--- config.mk ---
export PLATFORM = sky130hd
export DESIGN_NAME = pio_ctrl
export DESIGN_NICKNAME = d
export VERILOG_FILES = /design/src/include/pio_pkg.sv /design/src/core/pio_ctrl.sv
export VERILOG_INCLUDE_DIRS = /design/src /design/src/include
export SDC_FILE = /design/constraint.sdc
export NUM_CORES = 1
export LEC_CHECK = 0
export BUFFER_PORTS_ARGS = -buffer_cell sky130_fd_sc_hd__buf_2
export CELL_PAD_IN_SITES_DETAIL_PLACEMENT = 0
export CELL_PAD_IN_SITES_GLOBAL_PLACEMENT = 1
export CORE_ASPECT_RATIO = 1.1
export CORE_UTILIZATION = 30
export CTS_CLUSTER_DIAMETER = 200
export DETAILED_ROUTE_END_ITERATION = 6
export GPL_TIMING_DRIVEN = 0
export HOLD_SLACK_MARGIN = 0.06
export PLACE_DENSITY_LB_ADDON = 0.3
export SYNTH_ARGS = -nofsm -noshare
export SYNTH_HDL_FRONTEND = slang
export SYNTH_SLANG_ARGS = --single-unit
--- constraint.sdc ---
create_clock -name CORE_CLK_IN -period 4.6 [get_ports CORE_CLK_IN]
set_clock_uncertainty 0.1 [all_clocks]
set_input_delay 0.92 -clock CORE_CLK_IN [delete_from_list [all_inputs] [get_ports CORE_CLK_IN]]
set_output_delay 0.92 -clock CORE_CLK_IN [all_outputs]
set_load 0.01 [all_outputs]
--- src/include/pio_regs.svh ---
// register offsets and the zero constant of the parallel io controller
`ifndef PIO_REGS_SVH
`define PIO_REGS_SVH
`define PIO_OWN_EN 8'h00
`define PIO_OWN_DIS 8'h04
`define PIO_OWN_STAT 8'h08
`define PIO_OE_SET 8'h10
`define PIO_OE_CLR 8'h14
`define PIO_OE_STAT 8'h18
`define PIO_GF_SET 8'h20
`define PIO_GF_CLR 8'h24
`define PIO_GF_STAT 8'h28
`define PIO_DL_SET 8'h30
`define PIO_DL_CLR 8'h34
`define PIO_DL_STAT 8'h38
`define PIO_PIN_RB 8'h3C
`define PIO_IRQ_EN 8'h40
`define PIO_IRQ_DIS 8'h44
`define PIO_IRQ_MASK 8'h48
`define PIO_IRQ_PEND 8'h4C
`define PIO_OD_SET 8'h50
`define PIO_OD_CLR 8'h54
`define PIO_OD_STAT 8'h58
`define PIO_PU_CLR 8'h60
`define PIO_PU_SET 8'h64
`define PIO_PU_STAT 8'h68
`define PIO_PF_SEL 8'h70
`define PIO_PS_SEL 8'h74
`define PIO_PC_STAT 8'h78
`define PIO_DW_EN 8'hA0
`define PIO_DW_DIS 8'hA4
`define PIO_DW_STAT 8'hA8
`define PIO_ZERO 32'h0000_0000
`endif

--- src/include/pio_pkg.sv ---
// types of the parallel io controller
package pio_pkg;
  typedef struct packed {
    logic [31:0] own;
    logic [31:0] oe;
    logic [31:0] gf;
    logic [31:0] dl;
    logic [31:0] mask;
    logic [31:0] pend;
    logic [31:0] od;
    logic [31:0] pu;
    logic [31:0] pc;
    logic [31:0] dw;
    logic [31:0] s1;
    logic [31:0] s2;
    logic [31:0] s3;
    logic [31:0] filt;
    logic [31:0] prev;
    logic primed;
    logic [31:0] prdata;
    logic pready;
    logic irq;
  } pio_state_t;
  typedef struct packed {
    logic [31:0] own;
    logic [31:0] oe;
    logic [31:0] dl;
    logic [31:0] od;
    logic [31:0] pu;
    logic [31:0] pc;
  } pio_pad_t;
endpackage

--- src/core/pio_ctrl.sv ---
// apb register block of the 32-line parallel io controller
//
// Design decision made here: the APB slave port.
`timescale 1ns/1ns
`include "pio_regs.svh"
// =====================================================
module pio_ctrl #(
  parameter logic [31:0] LINES_PRESENT = 32'hFFFF_FFFF,
  parameter logic [31:0] LINES_MUXED = 32'hFFFF_FFFF,
  parameter logic [31:0] OWN_RESET = 32'hFFFF_FFFF
) (
  input wire logic CORE_CLK_IN,
  input wire logic RSTN_IN,
  input wire logic PSEL_IN,
  input wire logic PENABLE_IN,
  input wire logic PWRITE_IN,
  input wire logic [7:0] PADDR_IN,
  input wire logic [31:0] PWDATA_IN,
  input wire logic [31:0] PIN_LEVEL_IN,
  output logic [31:0] PRDATA_OUT,
  output logic PREADY_OUT,
  output logic PSLVERR_OUT,
  output logic IRQ_OUT,
  output pio_pkg::pio_pad_t PAD_OUT
);
  import pio_pkg::*;
  pio_state_t r;
  pio_state_t next_r;
  pio_pad_t pad;
  logic acc;
  logic wr;
  logic rd;
  logic [31:0] wd;
  logic [31:0] own_fix;

  // =====================================================
  // helpers
  function automatic logic [31:0] setclr(input logic [31:0] cur,
    input logic s, input logic c, input logic [31:0] d);
    setclr = s ? (cur | d) : (c ? (cur & ~d) : cur);
  endfunction

  assign acc = PSEL_IN && PENABLE_IN && !r.pready;
  assign wr = acc && PWRITE_IN;
  assign rd = acc && !PWRITE_IN;
  assign wd = PWDATA_IN & LINES_PRESENT;
  assign own_fix = (~LINES_MUXED) & LINES_PRESENT;

  // =====================================================
  // next state
  always_comb
  begin
    logic [31:0] chg;
    chg = `PIO_ZERO;
    next_r = r;
    next_r.s1 = PIN_LEVEL_IN;
    next_r.s2 = r.s1;
    next_r.s3 = r.s2;
    // filter takes a level once two samples agree
    next_r.filt = (~r.gf & r.s2) | (r.gf & ~(r.s2 ^ r.s3) & r.s2)
      | (r.gf & (r.s2 ^ r.s3) & r.filt);
    next_r.prev = r.filt;
    next_r.primed = 1'b1;
    chg = r.primed ? ((r.filt ^ r.prev) & LINES_PRESENT) : `PIO_ZERO;
    next_r.pready = acc;
    next_r.own = setclr(r.own, wr && PADDR_IN == `PIO_OWN_EN,
      wr && PADDR_IN == `PIO_OWN_DIS, wd) | own_fix;
    next_r.oe = setclr(r.oe, wr && PADDR_IN == `PIO_OE_SET,
      wr && PADDR_IN == `PIO_OE_CLR, wd);
    next_r.gf = setclr(r.gf, wr && PADDR_IN == `PIO_GF_SET,
      wr && PADDR_IN == `PIO_GF_CLR, wd);
    next_r.dl = setclr(r.dl, wr && PADDR_IN == `PIO_DL_SET,
      wr && PADDR_IN == `PIO_DL_CLR, wd);
    if (wr && PADDR_IN == `PIO_DL_STAT)
      next_r.dl = (r.dl & ~r.dw) | (wd & r.dw);
    next_r.mask = setclr(r.mask, wr && PADDR_IN == `PIO_IRQ_EN,
      wr && PADDR_IN == `PIO_IRQ_DIS, wd);
    next_r.od = setclr(r.od, wr && PADDR_IN == `PIO_OD_SET,
      wr && PADDR_IN == `PIO_OD_CLR, wd);
    next_r.pu = setclr(r.pu, wr && PADDR_IN == `PIO_PU_SET,
      wr && PADDR_IN == `PIO_PU_CLR, wd);
    next_r.pc = setclr(r.pc, wr && PADDR_IN == `PIO_PS_SEL,
      wr && PADDR_IN == `PIO_PF_SEL, wd);
    next_r.dw = setclr(r.dw, wr && PADDR_IN == `PIO_DW_EN,
      wr && PADDR_IN == `PIO_DW_DIS, wd);
    // new change wins over read clear
    if (rd && PADDR_IN == `PIO_IRQ_PEND)
      next_r.pend = chg;
    else
      next_r.pend = r.pend | chg;
    next_r.irq = |(next_r.pend & next_r.mask);
    next_r.prdata = r.prdata;
    if (rd)
    begin
      unique case (PADDR_IN)
        `PIO_OWN_STAT: next_r.prdata = r.own;
        `PIO_OE_STAT: next_r.prdata = r.oe;
        `PIO_GF_STAT: next_r.prdata = r.gf;
        `PIO_DL_STAT: next_r.prdata = r.dl;
        `PIO_PIN_RB: next_r.prdata = r.filt;
        `PIO_IRQ_MASK: next_r.prdata = r.mask;
        `PIO_IRQ_PEND: next_r.prdata = r.pend;
        `PIO_OD_STAT: next_r.prdata = r.od;
        `PIO_PU_STAT: next_r.prdata = r.pu;
        `PIO_PC_STAT: next_r.prdata = r.pc;
        `PIO_DW_STAT: next_r.prdata = r.dw;
        default: next_r.prdata = `PIO_ZERO;
      endcase
      next_r.prdata = next_r.prdata & LINES_PRESENT;
    end
  end

  // =====================================================
  // registers
  always_ff @(posedge CORE_CLK_IN)
  begin
    if (!RSTN_IN)
    begin
      r <= '0;
      r.own <= (OWN_RESET | own_fix) & LINES_PRESENT;
    end
    else
      r <= next_r;
  end

  always_comb
  begin
    pad.own = r.own;
    pad.oe = r.oe;
    pad.dl = r.dl;
    pad.od = r.od;
    pad.pu = r.pu;
    pad.pc = r.pc;
  end

  assign PRDATA_OUT = r.prdata;
  assign PREADY_OUT = r.pready;
  assign PSLVERR_OUT = 1'b0;
  assign IRQ_OUT = r.irq;
  assign PAD_OUT = pad;

  // =====================================================
  // assertions
  property p_own_en;
    @(posedge CORE_CLK_IN) disable iff (!RSTN_IN)
    wr && PADDR_IN == `PIO_OWN_EN |=> ((r.own & $past(wd)) == $past(wd));
  endproperty
  a_own_en: assert property (p_own_en) else $error("own set");
  property p_own_dis;
    @(posedge CORE_CLK_IN) disable iff (!RSTN_IN)
    wr && PADDR_IN == `PIO_OWN_DIS
      |=> ((r.own & $past(wd) & ~own_fix) == `PIO_ZERO);
  endproperty
  a_own_dis: assert property (p_own_dis) else $error("own clr");
  property p_fix;
    @(posedge CORE_CLK_IN) disable iff (!RSTN_IN)
    ((r.own & own_fix) == own_fix);
  endproperty
  a_fix: assert property (p_fix) else $error("fixed own");
  property p_oe;
    @(posedge CORE_CLK_IN) disable iff (!RSTN_IN)
    wr && PADDR_IN == `PIO_OE_SET |=> ((r.oe & $past(wd)) == $past(wd));
  endproperty
  a_oe: assert property (p_oe) else $error("oe set");
  property p_dw;
    @(posedge CORE_CLK_IN) disable iff (!RSTN_IN)
    wr && PADDR_IN == `PIO_DL_STAT
      |=> ((r.dl & ~$past(r.dw)) == ($past(r.dl) & ~$past(r.dw)));
  endproperty
  a_dw: assert property (p_dw) else $error("masked write");
  property p_pc;
    @(posedge CORE_CLK_IN) disable iff (!RSTN_IN)
    wr && PADDR_IN == `PIO_PF_SEL |=> ((r.pc & $past(wd)) == `PIO_ZERO);
  endproperty
  a_pc: assert property (p_pc) else $error("sel a");
  property p_clr;
    @(posedge CORE_CLK_IN) disable iff (!RSTN_IN)
    rd && PADDR_IN == `PIO_IRQ_PEND |=> (PRDATA_OUT == $past(r.pend));
  endproperty
  a_clr: assert property (p_clr) else $error("pend read");
  property p_irq;
    @(posedge CORE_CLK_IN) disable iff (!RSTN_IN)
    IRQ_OUT == |(r.pend & r.mask);
  endproperty
  a_irq: assert property (p_irq) else $error("irq");
  property p_rsv;
    @(posedge CORE_CLK_IN) disable iff (!RSTN_IN)
    rd && PADDR_IN == `PIO_OWN_EN |=> PRDATA_OUT == `PIO_ZERO;
  endproperty
  a_rsv: assert property (p_rsv) else $error("wo read");
  property p_rdy;
    @(posedge CORE_CLK_IN) disable iff (!RSTN_IN)
    PSEL_IN && PENABLE_IN && !PREADY_OUT |=> PREADY_OUT;
  endproperty
  a_rdy: assert property (p_rdy) else $error("ready");
  property p_oe_clr;
    @(posedge CORE_CLK_IN) disable iff (!RSTN_IN)
    wr && PADDR_IN == `PIO_OE_CLR |=> ((r.oe & $past(wd)) == `PIO_ZERO);
  endproperty
  a_oe_clr: assert property (p_oe_clr) else $error("oe clr");
  property p_gf_set;
    @(posedge CORE_CLK_IN) disable iff (!RSTN_IN)
    wr && PADDR_IN == `PIO_GF_SET |=> ((r.gf & $past(wd)) == $past(wd));
  endproperty
  a_gf_set: assert property (p_gf_set) else $error("gf set");
  property p_gf_clr;
    @(posedge CORE_CLK_IN) disable iff (!RSTN_IN)
    wr && PADDR_IN == `PIO_GF_CLR |=> ((r.gf & $past(wd)) == `PIO_ZERO);
  endproperty
  a_gf_clr: assert property (p_gf_clr) else $error("gf clr");
  property p_dl_set;
    @(posedge CORE_CLK_IN) disable iff (!RSTN_IN)
    wr && PADDR_IN == `PIO_DL_SET |=> ((r.dl & $past(wd)) == $past(wd));
  endproperty
  a_dl_set: assert property (p_dl_set) else $error("dl set");
  property p_dl_clr;
    @(posedge CORE_CLK_IN) disable iff (!RSTN_IN)
    wr && PADDR_IN == `PIO_DL_CLR |=> ((r.dl & $past(wd)) == `PIO_ZERO);
  endproperty
  a_dl_clr: assert property (p_dl_clr) else $error("dl clr");
  property p_dw_wr;
    @(posedge CORE_CLK_IN) disable iff (!RSTN_IN)
    wr && PADDR_IN == `PIO_DL_STAT
      |=> ((r.dl & $past(r.dw)) == ($past(wd) & $past(r.dw)));
  endproperty
  a_dw_wr: assert property (p_dw_wr) else $error("direct write");
  property p_mask_set;
    @(posedge CORE_CLK_IN) disable iff (!RSTN_IN)
    wr && PADDR_IN == `PIO_IRQ_EN |=> ((r.mask & $past(wd)) == $past(wd));
  endproperty
  a_mask_set: assert property (p_mask_set) else $error("mask");
  property p_mask_clr;
    @(posedge CORE_CLK_IN) disable iff (!RSTN_IN)
    wr && PADDR_IN == `PIO_IRQ_DIS |=> ((r.mask & $past(wd)) == `PIO_ZERO);
  endproperty
  a_mask_clr: assert property (p_mask_clr) else $error("unmask");
  property p_od_set;
    @(posedge CORE_CLK_IN) disable iff (!RSTN_IN)
    wr && PADDR_IN == `PIO_OD_SET |=> ((r.od & $past(wd)) == $past(wd));
  endproperty
  a_od_set: assert property (p_od_set) else $error("od set");
  property p_od_clr;
    @(posedge CORE_CLK_IN) disable iff (!RSTN_IN)
    wr && PADDR_IN == `PIO_OD_CLR |=> ((r.od & $past(wd)) == `PIO_ZERO);
  endproperty
  a_od_clr: assert property (p_od_clr) else $error("od clr");
  property p_pu_set;
    @(posedge CORE_CLK_IN) disable iff (!RSTN_IN)
    wr && PADDR_IN == `PIO_PU_SET |=> ((r.pu & $past(wd)) == $past(wd));
  endproperty
  a_pu_set: assert property (p_pu_set) else $error("pu set");
  property p_pu_clr;
    @(posedge CORE_CLK_IN) disable iff (!RSTN_IN)
    wr && PADDR_IN == `PIO_PU_CLR |=> ((r.pu & $past(wd)) == `PIO_ZERO);
  endproperty
  a_pu_clr: assert property (p_pu_clr) else $error("pu clr");
  property p_pc_b;
    @(posedge CORE_CLK_IN) disable iff (!RSTN_IN)
    wr && PADDR_IN == `PIO_PS_SEL |=> ((r.pc & $past(wd)) == $past(wd));
  endproperty
  a_pc_b: assert property (p_pc_b) else $error("sel b");
  property p_dw_en;
    @(posedge CORE_CLK_IN) disable iff (!RSTN_IN)
    wr && PADDR_IN == `PIO_DW_EN |=> ((r.dw & $past(wd)) == $past(wd));
  endproperty
  a_dw_en: assert property (p_dw_en) else $error("dw en");
  property p_dw_dis;
    @(posedge CORE_CLK_IN) disable iff (!RSTN_IN)
    wr && PADDR_IN == `PIO_DW_DIS |=> ((r.dw & $past(wd)) == `PIO_ZERO);
  endproperty
  a_dw_dis: assert property (p_dw_dis) else $error("dw dis");
  property p_abs;
    @(posedge CORE_CLK_IN) disable iff (!RSTN_IN)
    ((r.oe | r.gf | r.dl | r.mask | r.od | r.pu | r.pc | r.dw | r.own
      | r.pend) & ~LINES_PRESENT) == `PIO_ZERO;
  endproperty
  a_abs: assert property (p_abs) else $error("absent bits");
  property p_prd_abs;
    @(posedge CORE_CLK_IN) disable iff (!RSTN_IN)
    (PRDATA_OUT & ~LINES_PRESENT) == `PIO_ZERO;
  endproperty
  a_prd_abs: assert property (p_prd_abs) else $error("read bits");
  property p_pend_hold;
    @(posedge CORE_CLK_IN) disable iff (!RSTN_IN)
    !(rd && PADDR_IN == `PIO_IRQ_PEND)
      |=> ((r.pend & $past(r.pend)) == $past(r.pend));
  endproperty
  a_pend_hold: assert property (p_pend_hold) else $error("pend");
  property p_wo_rd;
    @(posedge CORE_CLK_IN) disable iff (!RSTN_IN)
    rd && PADDR_IN == `PIO_OE_SET |=> PRDATA_OUT == `PIO_ZERO;
  endproperty
  a_wo_rd: assert property (p_wo_rd) else $error("wo read");
  property p_rsv_rd;
    @(posedge CORE_CLK_IN) disable iff (!RSTN_IN)
    rd && PADDR_IN == 8'h0C |=> PRDATA_OUT == `PIO_ZERO;
  endproperty
  a_rsv_rd: assert property (p_rsv_rd) else $error("rsv read");
  property p_rdy_pulse;
    @(posedge CORE_CLK_IN) disable iff (!RSTN_IN)
    PREADY_OUT |=> !PREADY_OUT;
  endproperty
  a_rdy_pulse: assert property (p_rdy_pulse) else $error("pulse");
  property p_own_rd;
    @(posedge CORE_CLK_IN) disable iff (!RSTN_IN)
    rd && PADDR_IN == `PIO_OWN_STAT |=> PRDATA_OUT == $past(r.own);
  endproperty
  a_own_rd: assert property (p_own_rd) else $error("own read");
  property p_pin_rd;
    @(posedge CORE_CLK_IN) disable iff (!RSTN_IN)
    rd && PADDR_IN == `PIO_PIN_RB
      |=> PRDATA_OUT == ($past(r.filt) & LINES_PRESENT);
  endproperty
  a_pin_rd: assert property (p_pin_rd) else $error("pin read");
  c_filt: cover property (@(posedge CORE_CLK_IN)
    (r.gf & (r.s2 ^ r.s3)) != `PIO_ZERO);
  c_own: cover property (@(posedge CORE_CLK_IN)
    wr && PADDR_IN == `PIO_OWN_DIS);
  c_irq: cover property (@(posedge CORE_CLK_IN) IRQ_OUT);
  c_dw: cover property (@(posedge CORE_CLK_IN)
    wr && PADDR_IN == `PIO_DL_STAT && r.dw != `PIO_ZERO);
  c_rd: cover property (@(posedge CORE_CLK_IN)
    rd && PADDR_IN == `PIO_IRQ_PEND && r.pend != `PIO_ZERO);
endmodule // pio_ctrl

==> impl_metrics.ini <==
[outcome]
status = finished, violations left
violations = design-rule violations

[floorplan]
num_rows = 105
die_w_um = 265
die_area_um2 = 77300
boundaryPins = 304
die-height_um = 291
core-area_um2 = 75000
start_util_pct = 30.5

[sta]
rsz0062_at_grt = false
slew_headroom_pct = 14.0
max_freq_mhz = 245
hold_viol_final = 0
period_minus_slack_ns = 4.08
drv_slew = 0
timing.final.crit_share_pct = 88.7
worst_pin_slew_ns = 1.29
worst_slack_ns = 0.520
setup_violations = 0

[routing]
drt_first_pass_iters = 7
vias_per_cell = 5.61
antenna_left = 0
drt_wl_total_um = 115000
vias = 22200
detail_route.wl_per_cell_um = 29.0
first_iter_violations = 2354
route.detailed.drc = 9

[synth]
ys_seq_elements = 515
ys_types = 56
syn_nets = 2638
ys_seq_area_share_pct = 45.1
ys_dominant_reg_cell = dfxtp_1
synth_edf_count = 0
synth_top_area_cell = dfxtp_1
syn_area_per_cell_um2 = 8.92
synthTopCellsByArea = dfxtp_1 45%, buf_4 7.4%, a21oi_1 6.5%
netlist_area_um2 = 22800
synthArstFlopShare_pct = 0
yosysTopAreaCellShare_pct = 45.1
synth_cells = 2561
synth_warnings = 0

[power]
power_density_nw_per_um2 = 362
power.total_mw = 9.94
vdd_drop_max_uv = 261
power.leakage_nw = 10.8

[finish]
ff_latch_area_um2 = 10300
multi_input_area_um2 = 9700
fill_cells = 7828
layout_commonest_cell = dfxtp_1
layout-drive-gt1-share_pct = 22.7
finish.net_count = 2967
fin_area_um2 = 27500
fin_util_pct = 36.6
final_cell_mix = 515 x dfxtp_1, 296 x a21oi_1, 293 x buf_2
fin_cells = 3954
area_growth_syn_to_layout_pct = 20.2

[clocking]
cts_htree_levels = 2
cts_made_buffers = 58
tritoncts = built
clk_latency_ns = 0.64
cts_root_buf = clkbuf_16
post_cts_buffers = 0
clock-sinks = 515
cts_hold_buf = 0
clk_path_buf_depth = 3
cts_resized = 0
clkSlewWorstSetupHoldPaths_ns = 0.06

[global_route]
antenna_found_initial = 12
grt_use_total_pct = 28.8
grt_pass1_vias = 21400
grt_pass1_wl_um = 158000
grt_max_degree = 16
grt_overflow = 0

[worst_setup_path]
path_max_fanout = 10
start_kind = register
critical_path_arrival_ns = 4.52
crit_required_ns = 5.04
criticalPathCategory = register to register
endpoint_kind = register

[placed_design]
place_inst = 3846
gp_congestion = 0.969
dp_slack_ns = 0.156
hpwl_um = 90900
dpl_cell_area_um2 = 25500
port-buffer-count = 268

[run]
cap_violations = 0

[worst_hold_path]
holdCritPathClass = register to register
cell type report:
type,instances,share of cell area [%]
flip-flops and latches,515,37.5
multi-input cells,1524,35.3
plain buffers,488,9.88
clock buffers,85,6.39
repair buffers,269,4.90
well taps,1016,4.63
clock inverters,21,0.848
inverters,34,0.465
diodes,2,0.0182
synthesized netlist by cell type (47+ instances only):
| cell | number |
|---|---|
| a22oi_1 | 47 |
| a222oi_1 | 73 |
| buf_4 | 225 |
| nand2_1 | 272 |
| o211ai_1 | 64 |
| a311oi_1 | 128 |
| nand3_1 | 65 |
| o21ai_0 | 69 |
| a22o_1 | 70 |
| dfxtp_1 | 515 |
| a21oi_1 | 296 |
| and2_1 | 177 |
| clkbuf_1 | 237 |
per-layer routing:
metal  track usage [%]  up-vias  wire (µm)
met5                 0        -         49
met4              19.7        8       8630
li1                  -     9760          -
met2              45.9     1155      52200
met3              4.13      285       8250
met1              35.9    11000      45600
worst max-delay path, cell delays in order, from the launching register on:
cell	delay (ns)
dfxtp_1	0.34
and4b_1	0.39
buf_2	0.29
buf_2	0.29
nand2_1	0.37
nor3_2	0.97
clkbuf_1	0.69
a21oi_1	0.19
a311oi_1	0.31
path summary, 6_finish.rpt:
path	start	to	slack, ns	depth (start not counted)
worst min-delay path	next_r[150]$_SDFF_PN0_	next_r[118]$_SDFF_PN0_	0.33	1
worst max-delay path	PREADY_OUT$_SDFF_PN0_	register	0.52	8
worst min register to register	next_r[150]$_SDFF_PN0_	next_r[118]$_SDFF_PN0_	0.33	1
worst max register to register	PREADY_OUT$_SDFF_PN0_	register	0.52	8
report_power, final:
group / total, mW / leakage (nW) / switching, mW / internal, mW
Sequential: 4.56 / 4.17 / 0.0392 / 4.52
Clock: 4.88 / 0.987 / 2.03 / 2.85
Combinational: 0.503 / 5.62 / 0.384 / 0.119
Total: 9.94 / 10.8 / 2.45 / 7.49
stage by stage:
stage	TNS, ns	hold WS [ns]
2_1_floorplan	0	0.312
3_3_place_gp	-0.233	0.319
3_5_place_dp	0	0.317
4_1_cts	0	0.331
5_1_grt	0	0.343
6_report	0	0.331
logic make-up after synthesis:
kind of cell / after synthesis / share of synthesized area [%]
DFF: 515 / 45.1
xor gates and xnor gates: 32 / 1.23
buffers and inverters: 522 / 12.4
and+or+nand+nor: 611 / 13.6
muxes: 39 / 1.72
other: 1 / 0.0164
AOI/OAI and AO/OA: 841 / 25.9
Power figures use the tool's default switching activity.
